### config.mk
export PLATFORM = sky130hd
export DESIGN_NAME = lfs_fault_status
export DESIGN_NICKNAME = d
export VERILOG_FILES = /design/src/design/lfs_fault_status.v /design/src/design/lfs_sync2.v
export VERILOG_INCLUDE_DIRS = /design/src /design/src/shared
export SDC_FILE = /design/constraint.sdc
export NUM_CORES = 1
export LEC_CHECK = 0
export CAP_MARGIN = 25
export CORE_MARGIN = 2
export CORE_UTILIZATION = 30
export DETAILED_ROUTE_END_ITERATION = 12
export DONT_BUFFER_PORTS = 1
export SYNTH_ARGS = -nofsm -noshare
export SYNTH_HDL_FRONTEND = slang
export SYNTH_SLANG_ARGS = --single-unit
### constraint.sdc
create_clock -name clock_in -period 4.7 [get_ports clock_in]
set_clock_uncertainty 0.1 [all_clocks]
set_input_delay 0.235 -clock clock_in [delete_from_list [all_inputs] [get_ports clock_in]]
set_output_delay 0.235 -clock clock_in [all_outputs]
set_load 0.01 [all_outputs]
### src/shared/lfs_defs.vh
`ifndef LFS_DEFS_VH
`define LFS_DEFS_VH

// ----------------------------------------
// Word layout
// ----------------------------------------
`define LFS_NUM_OUT 24
`define LFS_SR_W 25
`define LFS_SR_TOP 24
`define LFS_OTF_BIT 24
`define LFS_SEL_HI 23
`define LFS_SEL_LO 21
`define LFS_SEL_SHORT_BIT 2

// ----------------------------------------
// Timing
// ----------------------------------------
`define LFS_CLK_MHZ 200
`define LFS_SETTLE_NS 1000
`define LFS_SETTLE_CYC ((`LFS_SETTLE_NS * `LFS_CLK_MHZ) / 1000)
`define LFS_STAGGER_CYC 4
`define LFS_OTEMP_TYP_C 165

`endif

### src/design/lfs_fault_status.v
`timescale 1ns/1ps
`include "lfs_defs.vh"
module lfs_fault_status #(
  parameter NOUT = `LFS_NUM_OUT,
  parameter STAGGER = `LFS_STAGGER_CYC
) (
  input wire clock_in, // 200 MHz system clock
  input wire rst_in, // Sync reset, active high
  input wire serial_clk_in, // Serial clock pin
  input wire serial_data_in, // Serial data pin
  input wire latch_pulse_in, // Latch pin
  input wire blank_in, // Blanking pin
  input wire [NOUT-1:0] open_led_detect_in, // Open comparators
  input wire [NOUT-1:0] short_led_detect_in, // Short comparators
  input wire over_temp_in, // Above threshold
  input wire temp_recovered_in, // Below threshold minus hysteresis
  input wire sd_ready_in, // Serial data consumer ready
  output wire sd_valid_out, // Serial data bit valid
  output wire serial_data_out, // Serial data out bit
  output reg [NOUT-1:0] sink_on_out, // Driver enables, index 3n+c
  output wire [NOUT-1:0] onoff_latch_out, // On-off latch contents
  output wire [NOUT-1:0] ctrl_latch_out, // Control latch contents
  output wire overtemp_flag_out, // Overtemperature holder
  output wire thermal_shutdown_out // Drivers forced off
);
  localparam SETTLE = (`LFS_SETTLE_CYC < 1) ? 1 : `LFS_SETTLE_CYC;
  localparam SCW = 9;
  localparam IW = 5;
  localparam ST_IDLE = 1'b0;
  localparam ST_WALK = 1'b1;

  // ----------------------------------------
  // Input synchronisers
  // ----------------------------------------
  wire [3:0] pins_s;
  wire [NOUT-1:0] open_s;
  wire [NOUT-1:0] short_s;
  wire [1:0] temp_s;

  lfs_sync2 #(.W(4)) u_pins (
    .clock_in(clock_in),
    .rst_in(rst_in),
    .d_in({serial_clk_in, serial_data_in, latch_pulse_in, ~blank_in}),
    .q_out(pins_s)
  );

  lfs_sync2 #(.W(2 * NOUT + 2)) u_cmp (
    .clock_in(clock_in),
    .rst_in(rst_in),
    .d_in({open_led_detect_in, short_led_detect_in, over_temp_in, temp_recovered_in}),
    .q_out({open_s, short_s, temp_s})
  );

  wire sclk_s = pins_s[3];
  wire sdi_s = pins_s[2];
  wire lat_s = pins_s[1];
  wire blank_s = ~pins_s[0]; // Synced inverted, so reset reads as blanked
  wire otemp_s = temp_s[1];
  wire recov_s = temp_s[0];

  // ----------------------------------------
  // Edge detection
  // ----------------------------------------
  reg sclk_q;
  reg lat_q;
  reg blank_q;

  always @(posedge clock_in) begin
    if (rst_in) begin
      sclk_q <= 1'b0;
      lat_q <= 1'b0;
      blank_q <= 1'b1;
    end else begin
      sclk_q <= sclk_s;
      lat_q <= lat_s;
      blank_q <= blank_s;
    end
  end

  wire sclk_rise = sclk_s & ~sclk_q;
  wire lat_rise = lat_s & ~lat_q;
  wire blank_rise = blank_s & ~blank_q;
  wire blank_fall = ~blank_s & blank_q;

  // ----------------------------------------
  // Latches and overtemperature holder
  // ----------------------------------------
  reg [`LFS_SR_W-1:0] sr_q;
  reg [NOUT-1:0] onoff_q;
  reg [NOUT-1:0] ctrl_q;
  reg otf_q;
  reg fresh_q;
  reg [NOUT-1:0] hold_q;

  wire [2:0] sel = ctrl_q[`LFS_SEL_HI:`LFS_SEL_LO];
  // Latch accepted only after a serial clock rise since the last on-off latch
  wire lat_take = lat_rise & fresh_q;

  wire [NOUT-1:0] det_raw = sel[`LFS_SEL_SHORT_BIT] ? short_s : open_s;
  wire [NOUT-1:0] det_gate = det_raw & onoff_q;

  wire [`LFS_SR_W-1:0] status_word = {otf_q, hold_q};

  always @(posedge clock_in) begin
    if (rst_in) begin
      otf_q <= 1'b0;
    end else if (otemp_s) begin
      otf_q <= 1'b1;
    end else if (lat_take && !sr_q[`LFS_SR_TOP] && recov_s) begin
      otf_q <= 1'b0;
    end
  end

  // Shutdown persists until recovered
  reg tsd_q;
  always @(posedge clock_in) begin
    if (rst_in) begin
      tsd_q <= 1'b0;
    end else if (otemp_s) begin
      tsd_q <= 1'b1;
    end else if (recov_s) begin
      tsd_q <= 1'b0;
    end
  end

  always @(posedge clock_in) begin
    if (rst_in) begin
      sr_q <= {`LFS_SR_W{1'b0}};
      onoff_q <= {NOUT{1'b0}};
      ctrl_q <= {NOUT{1'b0}};
      fresh_q <= 1'b0;
    end else if (sclk_rise) begin
      sr_q <= {sr_q[`LFS_SR_W-2:0], sdi_s};
      fresh_q <= 1'b1;
    end else if (lat_take) begin
      if (!sr_q[`LFS_SR_TOP]) begin
        onoff_q <= sr_q[NOUT-1:0];
        sr_q <= status_word;
        fresh_q <= 1'b0;
      end else begin
        ctrl_q <= sr_q[NOUT-1:0];
      end
    end
  end

  // ----------------------------------------
  // Detection holder with settle timer
  // ----------------------------------------
  reg [SCW-1:0] settle_q;
  reg [NOUT-1:0] det_last_q;

  // Restart settle timer on blank fall or result change
  always @(posedge clock_in) begin
    if (rst_in) begin
      settle_q <= {SCW{1'b0}};
      det_last_q <= {NOUT{1'b0}};
    end else begin
      det_last_q <= det_gate;
      if (blank_fall || (!blank_s && det_gate != det_last_q)) begin
        settle_q <= SETTLE[SCW-1:0];
      end else if (settle_q != {SCW{1'b0}}) begin
        settle_q <= settle_q - {{(SCW-1){1'b0}}, 1'b1};
      end
    end
  end
  // Transparent while low, frozen on rise
  always @(posedge clock_in) begin
    if (rst_in) begin
      hold_q <= {NOUT{1'b0}};
    end else if (!blank_s && !blank_rise) begin
      hold_q <= tsd_q ? {NOUT{1'b0}} : det_gate;
    end
  end

  // ----------------------------------------
  // Output stagger walker
  // ----------------------------------------
  reg st_q;
  reg [IW-1:0] idx_q;
  reg [3:0] gap_q;
  wire [NOUT-1:0] target = (blank_s | tsd_q) ? {NOUT{1'b0}} : onoff_q;

  // Walk outputs on and off in index order; shutdown clears all at once
  always @(posedge clock_in) begin
    if (rst_in) begin
      st_q <= ST_IDLE;
      idx_q <= {IW{1'b0}};
      gap_q <= 4'h0;
      sink_on_out <= {NOUT{1'b0}};
    end else begin
      case (st_q)
        ST_IDLE: begin
          if (tsd_q) begin
            sink_on_out <= {NOUT{1'b0}};
          end else if (blank_fall || blank_rise || lat_take || (sink_on_out != target)) begin
            st_q <= ST_WALK;
            idx_q <= {IW{1'b0}};
            gap_q <= 4'h0;
          end
        end
        ST_WALK: begin
          if (tsd_q) begin
            sink_on_out <= {NOUT{1'b0}};
            st_q <= ST_IDLE;
          end else if (gap_q != 4'h0) begin
            gap_q <= gap_q - 4'h1;
          end else begin
            sink_on_out[idx_q] <= target[idx_q];
            gap_q <= STAGGER[3:0];
            if (idx_q == NOUT - 1) begin
              st_q <= ST_IDLE;
            end else begin
              idx_q <= idx_q + {{(IW-1){1'b0}}, 1'b1};
            end
          end
        end
        default: begin
          st_q <= ST_IDLE;
        end
      endcase
    end
  end

  // ----------------------------------------
  // Two-entry buffer for serial data out
  // ----------------------------------------
  reg [1:0] buf_q;
  reg [1:0] cnt_q;
  wire push = sclk_rise & (cnt_q != 2'h2);
  wire pop = sd_ready_in & (cnt_q != 2'h0);

  // Top bit pushed per serial clock rise while fewer than two held
  always @(posedge clock_in) begin
    if (rst_in) begin
      buf_q <= 2'h0;
      cnt_q <= 2'h0;
    end else begin
      case ({push, pop})
        2'b10: begin
          buf_q[cnt_q[0]] <= sr_q[`LFS_SR_TOP];
          cnt_q <= cnt_q + 2'h1;
        end
        2'b01: begin
          buf_q[0] <= buf_q[1];
          cnt_q <= cnt_q - 2'h1;
        end
        2'b11: begin
          buf_q[0] <= (cnt_q == 2'h1) ? sr_q[`LFS_SR_TOP] : buf_q[1];
          buf_q[1] <= sr_q[`LFS_SR_TOP];
        end
        default: begin
          buf_q <= buf_q;
        end
      endcase
    end
  end

  assign sd_valid_out = (cnt_q != 2'h0);
  assign serial_data_out = buf_q[0];
  assign onoff_latch_out = onoff_q;
  assign ctrl_latch_out = ctrl_q;
  assign overtemp_flag_out = otf_q;
  assign thermal_shutdown_out = tsd_q;
endmodule // lfs_fault_status

### src/design/lfs_sync2.v
`timescale 1ns/1ps
// Two-flop synchroniser for a bus of levels
module lfs_sync2 #(
  parameter W = 1
) (
  input wire clock_in, // Clock
  input wire rst_in, // Sync reset
  input wire [W-1:0] d_in, // Async level
  output wire [W-1:0] q_out // Synchronised level
);
  reg [W-1:0] meta_q;
  reg [W-1:0] sync_q;

  // Two stages; first stage read only by the second
  always @(posedge clock_in) begin
    if (rst_in) begin
      meta_q <= {W{1'b0}};
      sync_q <= {W{1'b0}};
    end else begin
      meta_q <= d_in;
      sync_q <= meta_q;
    end
  end

  assign q_out = sync_q;
endmodule // lfs_sync2

### Word level (Yosys, flattened, before mapping)

Index checks and enable logic that the tools add are counted.

| word-level totals | value |
|---|---|
| flip-flop bits (word level) | 249 |
| bits in latches | 0 |
| memory bits (writable) | 0 |
| ROM bits | 0 |
| output and inout bits | 76 |
| word-level logic and storage cells | 132 |
| memories | 0 |

| operators by class | value |
|---|---|
| add/subtract/negate cells | 4 |
| multiply operators | 0 |
| divide/modulo/power cells | 0 |
| magnitude comparators | 4 |
| eq/ne operators | 15 |
| shift operators | 0 |
| mux-type cells | 46 |
| bitwise logic cells | 17 |
| reduce and logical (&&, ||, !) cells | 24 |

Operators by type and width:

| cell | count |
|---|---|
| 2-to-1 mux 24 bit | 6 |
| 2-to-1 mux 25 bit | 3 |
| one-hot mux 24 bit (2 select lines) | 1 |
| 2-to-1 mux 5 bit | 5 |
| AND 24 bit | 1 |
| bitwise mux 24 bit | 1 |
| != test 24 bit | 1 |
| 2-to-1 mux 1 bit | 16 |
| 2-to-1 mux 4 bit | 4 |
| != test 2 bit, second input constant | 8 |
| nonzero test 2 bit | 6 |
| one-hot mux 5 bit (2 select lines) | 1 |
| AND reduction 3 bit | 3 |
| NOT 1 bit | 8 |
| one-hot mux 4 bit (2 select lines) | 1 |
| AND 1 bit | 7 |
| less-than comparator 5 x 6 -> 1 bit, second input constant | 1 |
| adder 5 x 1 -> 5 bit, second input constant | 1 |
| binary-select mux 1 bit (select 5 bit) | 1 |
| demux 1 bit (select 5 bit) | 1 |
| equality test 5 bit, second input constant | 1 |
| greater-or-equal comparator 5 x 1 -> 1 bit, second input constant | 1 |
| logical AND 1 bit | 5 |
| AND reduction 5 bit | 1 |
| 19 further kinds | 26 |

### Longest topological paths before layout

| logic depth | value |
|---|---|
| depth in word-level cells | 9 |
| mapped depth | 11 |
| gate-level depth less buffers | 11 |

### Cells and area by module

From an unflattened synthesis, not the netlist that was laid out.

| second synthesis, totals | value |
|---|---|
| cells, all modules | 1060 |
| area, all modules | 10422.5 µm² |

By module, submodules not included:

| module | times used | cells an instance | area each (µm²) | seq. area each (µm²) |
|---|---|---|---|---|
| lfs_fault_status | 1 | 833 | 7003.0 | 2822.7 |
| lfs_sync2 (u_cmp) | 1 | 211 | 3209.3 | 2001.9 |
| lfs_sync2 (u_pins) | 1 | 16 | 210.2 | 160.2 |

### Least setup slack after synthesis

OpenSTA, ideal clock, no wires.

| timing path | value |
|---|---|
| kind | reg2reg |
| from | reg idx_q[0] |
| to | reg sink_on_out[0] |
| library setup time | 0.126 ns |
| arrival | 1.852 ns |
| data required time | 4.474 ns |
| path slack | 2.621 ns |
| cell stages (with the launch flop) | 8 |
| path buffers | 1 |
| clock period less this slack | 2.079 ns |
| cells stage by stage | dfxtp_1 > buf_2 > mux4_2 > nor2b_1 > a211oi_1 > a21oi_1 > o2111ai_2 > o21ai_1 |

| between the ends | value |
|---|---|
| longest elaborated chain between the ends | 8 |
| elaborated cells between the ends (all ways) | 11 |
| classes of those cells | order compare: 2; mux: 8; reduce/logical: 1 |

Ends and longest elaborated chain:

| element | line | text |
|---|---|---|
| start: declaration | lfs_fault_status.v:179 | `reg [IW-1:0] idx_q;` |
| start signal: assignment | lfs_fault_status.v:187 | `idx_q <= {IW{1'b0}};` |
| start signal: assignment | lfs_fault_status.v:197 | `idx_q <= {IW{1'b0}};` |
| start signal: assignment | lfs_fault_status.v:213 | `idx_q <= idx_q + {{(IW-1){1'b0}}, 1'b1};` |
| less-than comparator 5 x 6 -> 1 bit (implied by the code) or greater-or-equal comparator 5 x 1 -> 1 bit (tied branches) | lfs_fault_status.v:208 | `sink_on_out[idx_q] <= target[idx_q];` |
| logical AND 1 bit (implied by the code) | lfs_fault_status.v:208 |  |
| 2-to-1 mux 1 bit (implied by the code) | lfs_fault_status.v:208 |  |
| demux 1 bit (select 5 bit) | lfs_fault_status.v:208 |  |
| bitwise mux 24 bit * | lfs_fault_status.v:208 |  |
| 2-to-1 mux 24 bit * | lfs_fault_status.v:205 | `end else if (gap_q != 4'h0) begin` |
| 2-to-1 mux 24 bit * | lfs_fault_status.v:202 | `if (tsd_q) begin` |
| one-hot mux 24 bit (2 select lines) * | lfs_fault_status.v:191 | `case (st_q)` |
| end signal: assignment | lfs_fault_status.v:194 | `sink_on_out <= {NOUT{1'b0}};` |
| end signal: assignment | lfs_fault_status.v:203 | `sink_on_out <= {NOUT{1'b0}};` |
| end signal: indexed assignment | lfs_fault_status.v:208 |  |
| end: declaration | lfs_fault_status.v:20 | `output reg [NOUT-1:0] sink_on_out,` |

Mark *: on every way between the ends. The rest lies on a longest branch, timed or not. The select of a mux whose other input is x is not followed.
A chain may end at the register's enable or synchronous reset.

### Worst setup path after layout

| timing path | value |
|---|---|
| from | reg cnt_q[0] |
| to | reg buf_q[0] |

| between the ends | value |
|---|---|
| longest elaborated chain between the ends | 6 |
| elaborated cells between the ends (all ways) | 17 |
| classes of those cells | order compare: 2; eq/ne: 5; mux: 5; bitwise: 2; reduce/logical: 3 |

Ends and longest elaborated chain:

| element | line | text |
|---|---|---|
| start: declaration | lfs_fault_status.v:228 | `reg [1:0] cnt_q;` |
| start signal: assignment | lfs_fault_status.v:241 | `cnt_q <= cnt_q + 2'h1;` |
| start signal: assignment | lfs_fault_status.v:245 | `cnt_q <= cnt_q - 2'h1;` |
| less-than comparator 1 x 2 -> 1 bit or greater-or-equal comparator 1 bit (tied branches) | lfs_fault_status.v:240 | `` buf_q[cnt_q[0]] <= sr_q[`LFS_SR_TOP]; `` |
| logical AND 1 bit | lfs_fault_status.v:240 |  |
| 2-to-1 mux 1 bit | lfs_fault_status.v:240 |  |
| demux 1 bit (select 1 bit) | lfs_fault_status.v:240 |  |
| bitwise mux 2 bit | lfs_fault_status.v:240 |  |
| one-hot mux 1 bit (3 select lines) | lfs_fault_status.v:238 | `case ({push, pop})` |
| end signal: indexed assignment | lfs_fault_status.v:240 |  |
| end signal: assignment | lfs_fault_status.v:244 | `buf_q[0] <= buf_q[1];` |
| end signal: assignment | lfs_fault_status.v:248 | `` buf_q[0] <= (cnt_q == 2'h1) ? sr_q[`LFS_SR_TOP] : buf_q[1]; `` |
| end: declaration | lfs_fault_status.v:227 | `reg [1:0] buf_q;` |

Parallel ways exist; a longest one is shown, timed or not.

==> results.py <==
metrics = {
    "floorplan": {
        "io_pins": 133,
        "rows": 65,
        "core_area_um2": 31300,
        "start_util_pct": 30.3,
        "die_h_um": 182,
        "die-area_um2": 33100,
        "dieWidth_um": 182,
    },
    "global_route": {
        "grt_pass1_wl_um": 39700,
        "grt_max_degree": 232,
        "grt_use_total_pct": 15.2,
        "grt_pass1_vias": 6714,
        "antenna_found_initial": 0,
        "grt_overflow": 0,
    },
    "cts": {
        "clock_path_buffers": 3,
        "htreeDepth": 1,
        "cts.sinks": 249,
        "cts_tree": "done",
        "cts-root-buf": "clkbuf_16",
        "path_clk_slew_ns": 0.06,
        "clkLatencyLatePin_ns": 0.55,
        "cts_setup_buffers": 0,
        "cts_made_buffers": 27,
        "post_cts_resized": 0,
    },
    "cells_and_area": {
        "drive_gt1_share_pct": 9.36,
        "finalInstanceArea_um2": 11400,
        "finalNetCount": 1109,
        "final_core_util_pct": 36.3,
        "syn2layout_area_growth_pct": 19.7,
        "finalNonFillerCells": 1461,
    },
    "placement": {
        "placed_cell_area_um2": 9770,
        "gp_congestion": 0.911,
        "hpwl_um": 16600,
        "dp.cells": 1352,
        "pre_cts_ws_ns": 2.03,
        "portBuffers": 0,
    },
    "synthesis": {
        "synth_area_leaders": "dfxtp_1 53%, nor2b_1 7.5%, nand2_1 5.5%, a21oi_1 3.3%, mux2_2 2.8%",
        "synth_top_area_share_pct": 52.6,
        "syn_inst": 1013,
        "synthesis.nets": 1083,
        "async_flop_share_pct": 0,
        "yosysSeqAreaShare_pct": 52.6,
        "synth_ff_type": "dfxtp_1",
        "avgSynthCellArea_um2": 9.36,
        "synth-edff-count": 0,
        "ys_ff_latch": 249,
        "synth_area_leader_cell": "dfxtp_1",
        "netlist_area_um2": 9480,
        "yosysMostFrequentCell": "dfxtp_1",
        "synth.distinct_cells": 60,
        "yosys_warnings": 0,
        "synth_common_cells": "249 x dfxtp_1, 139 x nand2_1, 114 x nor2b_1",
    },
    "routing": {
        "viasPerCell": 4.84,
        "wl_um": 25300,
        "dr.pass1.iters": 5,
        "ant_nets": 0,
        "drt_first_iter_violations": 554,
        "drc_errors": 0,
        "vias": 7066,
        "routedWlPerCell_um": 17.3,
    },
    "sta": {
        "drv_slew": 0,
        "period_share_pct": 57.5,
        "tns_ns": 0,
        "hold_slack_ns": 0.0773,
        "fmax_ghz": 0.370,
        "tightestPinTransition_ns": 0.990,
        "worst_slack_ns": 2.00,
        "finalHoldViolCount": 0,
        "rsz0062_at_grt": "no",
        "relSlewSlack_pct": 34.0,
        "post-route-min-period_ns": 2.70,
        "setup_violations": 0,
    },
    "critical_path": {
        "slowest_stage": "dlygate4sd3_1",
        "start_kind": "flip-flop",
        "crit_arrival_ns": 3.09,
        "rr_startpoint": "cnt_q[0]",
        "end_kind": "flip-flop",
        "path_buf_inv": 3,
        "r2r_cells": 11,
        "cp_slowest_stage_delay_ns": 0.57,
        "criticalPathCategory": "flip-flop to flip-flop",
        "cp.required_ns": 5.09,
        "r2r_setup_slack_ns": 2.00,
        "r2r-end": "buf_q[0]",
        "crit_chain": "inv_1 -> ha_1 -> or2_2 -> inv_1 -> ha_1 -> nor2b_1 -> o21ai_0 -> a31oi_1 -> nor2_1 -> nor3_1 -> dlygate4sd3_1",
        "critPathMaxFanout": 7,
        "path_delay_family": "buffers and inverters",
    },
    "power": {
        "p_leak_nw": 4.00,
        "finalPower_mw": 4.78,
        "vdd_drop_max_mv": 0.277,
        "power_density_nw_per_um2": 421,
    },
    "hold_path": {
        "holdPathEnd": "cnt_q[0]",
        "hold_start": "rst_in",
        "hold_depth": 2,
        "hp-class": "input port to flip-flop",
    },
    "status": {
        "status": "complete, no violations",
    },
    "job": {
        "maxCapViolCount": 0,
    },
}
-- cell families (layout without fill, tap and decap cells) --
kind of cell,count (synthesis),in the layout,share of synthesized area [%]
other,0,1,0
AND/OR/NAND/NOR,408,408,21.3
adder cells (fa/ha/maj),13,13,1.72
flip-flops,249,249,52.6
multiplexers,55,55,6.91
AO/OA/AOI/OAI,181,181,12.8
buffers and inverters,102,147,4.25
XOR/XNOR,5,5,0.462
-- placed cells by master (no fill, tap or decap), types with 3 or more instances in the layout --
| cell type | count |
|---|---|
| dfxtp_1 | 249 |
| nand2_1 | 139 |
| nor2b_1 | 113 |
| nor2_1 | 71 |
| a21oi_1 | 63 |
| dlygate4sd3_1 | 58 |
| inv_1 | 31 |
| nand3_1 | 30 |
| a211oi_1 | 28 |
| clkbuf_16 | 27 |
| mux2i_1 | 25 |
| mux2_2 | 24 |
| a32oi_1 | 24 |
| o21ai_1 | 21 |
| ha_1 | 13 |
| nor3_1 | 9 |
| and3_1 | 7 |
| o22ai_1 | 7 |
| nand2b_1 | 6 |
| mux4_2 | 6 |
| xnor2_1 | 5 |
| a31oi_1 | 5 |
| clkinv_4 | 5 |
| buf_4 | 5 |
| and2_1 | 4 |
| o32ai_1 | 4 |
| nand4_1 | 4 |
| o21ai_0 | 4 |
| nor4_1 | 4 |
| bufinv_16 | 4 |
| clkbuf_8 | 4 |
| or2_2 | 3 |
| nor3b_1 | 3 |
| nor4bb_1 | 3 |
| a22oi_1 | 3 |
| or4_1 | 3 |
| o31ai_1 | 3 |
| clkbuf_1 | 3 |
| clkinvlp_4 | 3 |
-- area by class of cell --
cell class / instances / area (µm²)
clock buffer: 34 / 742
multi-input combinational: 662 / 4110
inverter: 33 / 124
tap: 402 / 503
antenna: 1 / 2.50
timing repair buffer: 66 / 676
sequential: 249 / 4980
clock inverter: 14 / 218
fill: 3051 / 20000
-- where the power goes --
part / internal (mW) / total (mW) / switching (mW)
clock: 1.35 / 2.26 / 0.904
sequential: 2.18 / 2.23 / 0.0508
combinational: 0.135 / 0.292 / 0.156
-- timing repair --
action	in CTS	in global routing
endpoints found under the hold margin	228	0
hold buffers	59	0
setup endpoints to repair	0	0
-- metal layers --
layer | share of wire (%) | vias to the layer above | track usage, %
met5 | 0 | - | 0
met4 | 2.9 | 0 | 4.49
met3 | 7.9 | 46 | 4.43
met2 | 43 | 236 | 23.0
met1 | 46 | 3254 | 20.8
li1 | - | 3530 | -
-- worst max path at each step --
stage	cells past startpoint	from	endpoint	slack (ns)
floorplan	7	idx_q[0]	sink_on_out[0]	2.62
global placement	6	idx_q[0]	sink_on_out[5]	2.11
detailed placement	7	thermal_shutdown_out	idx_q[0]	2.03
CTS	7	thermal_shutdown_out	idx_q[1]	2.00
global route	12	cnt_q[0]	buf_q[0]	1.78
finish	11	cnt_q[0]	buf_q[0]	2.00
-- state kept, by name, indices dropped and copies added, names as in the netlist, 2 cells and up --
signal           count
u_pins.meta_q        4
onoff_latch_out     24
u_cmp.meta_q        50
buf_q                2
ctrl_latch_out      24
gap_q                4
u_cmp.q_out         50
cnt_q                2
u_pins.q_out         4
sr_q                25
hold_q              24
sink_on_out         24
idx_q                5
Note: power is estimated with default switching activity, not from simulation.
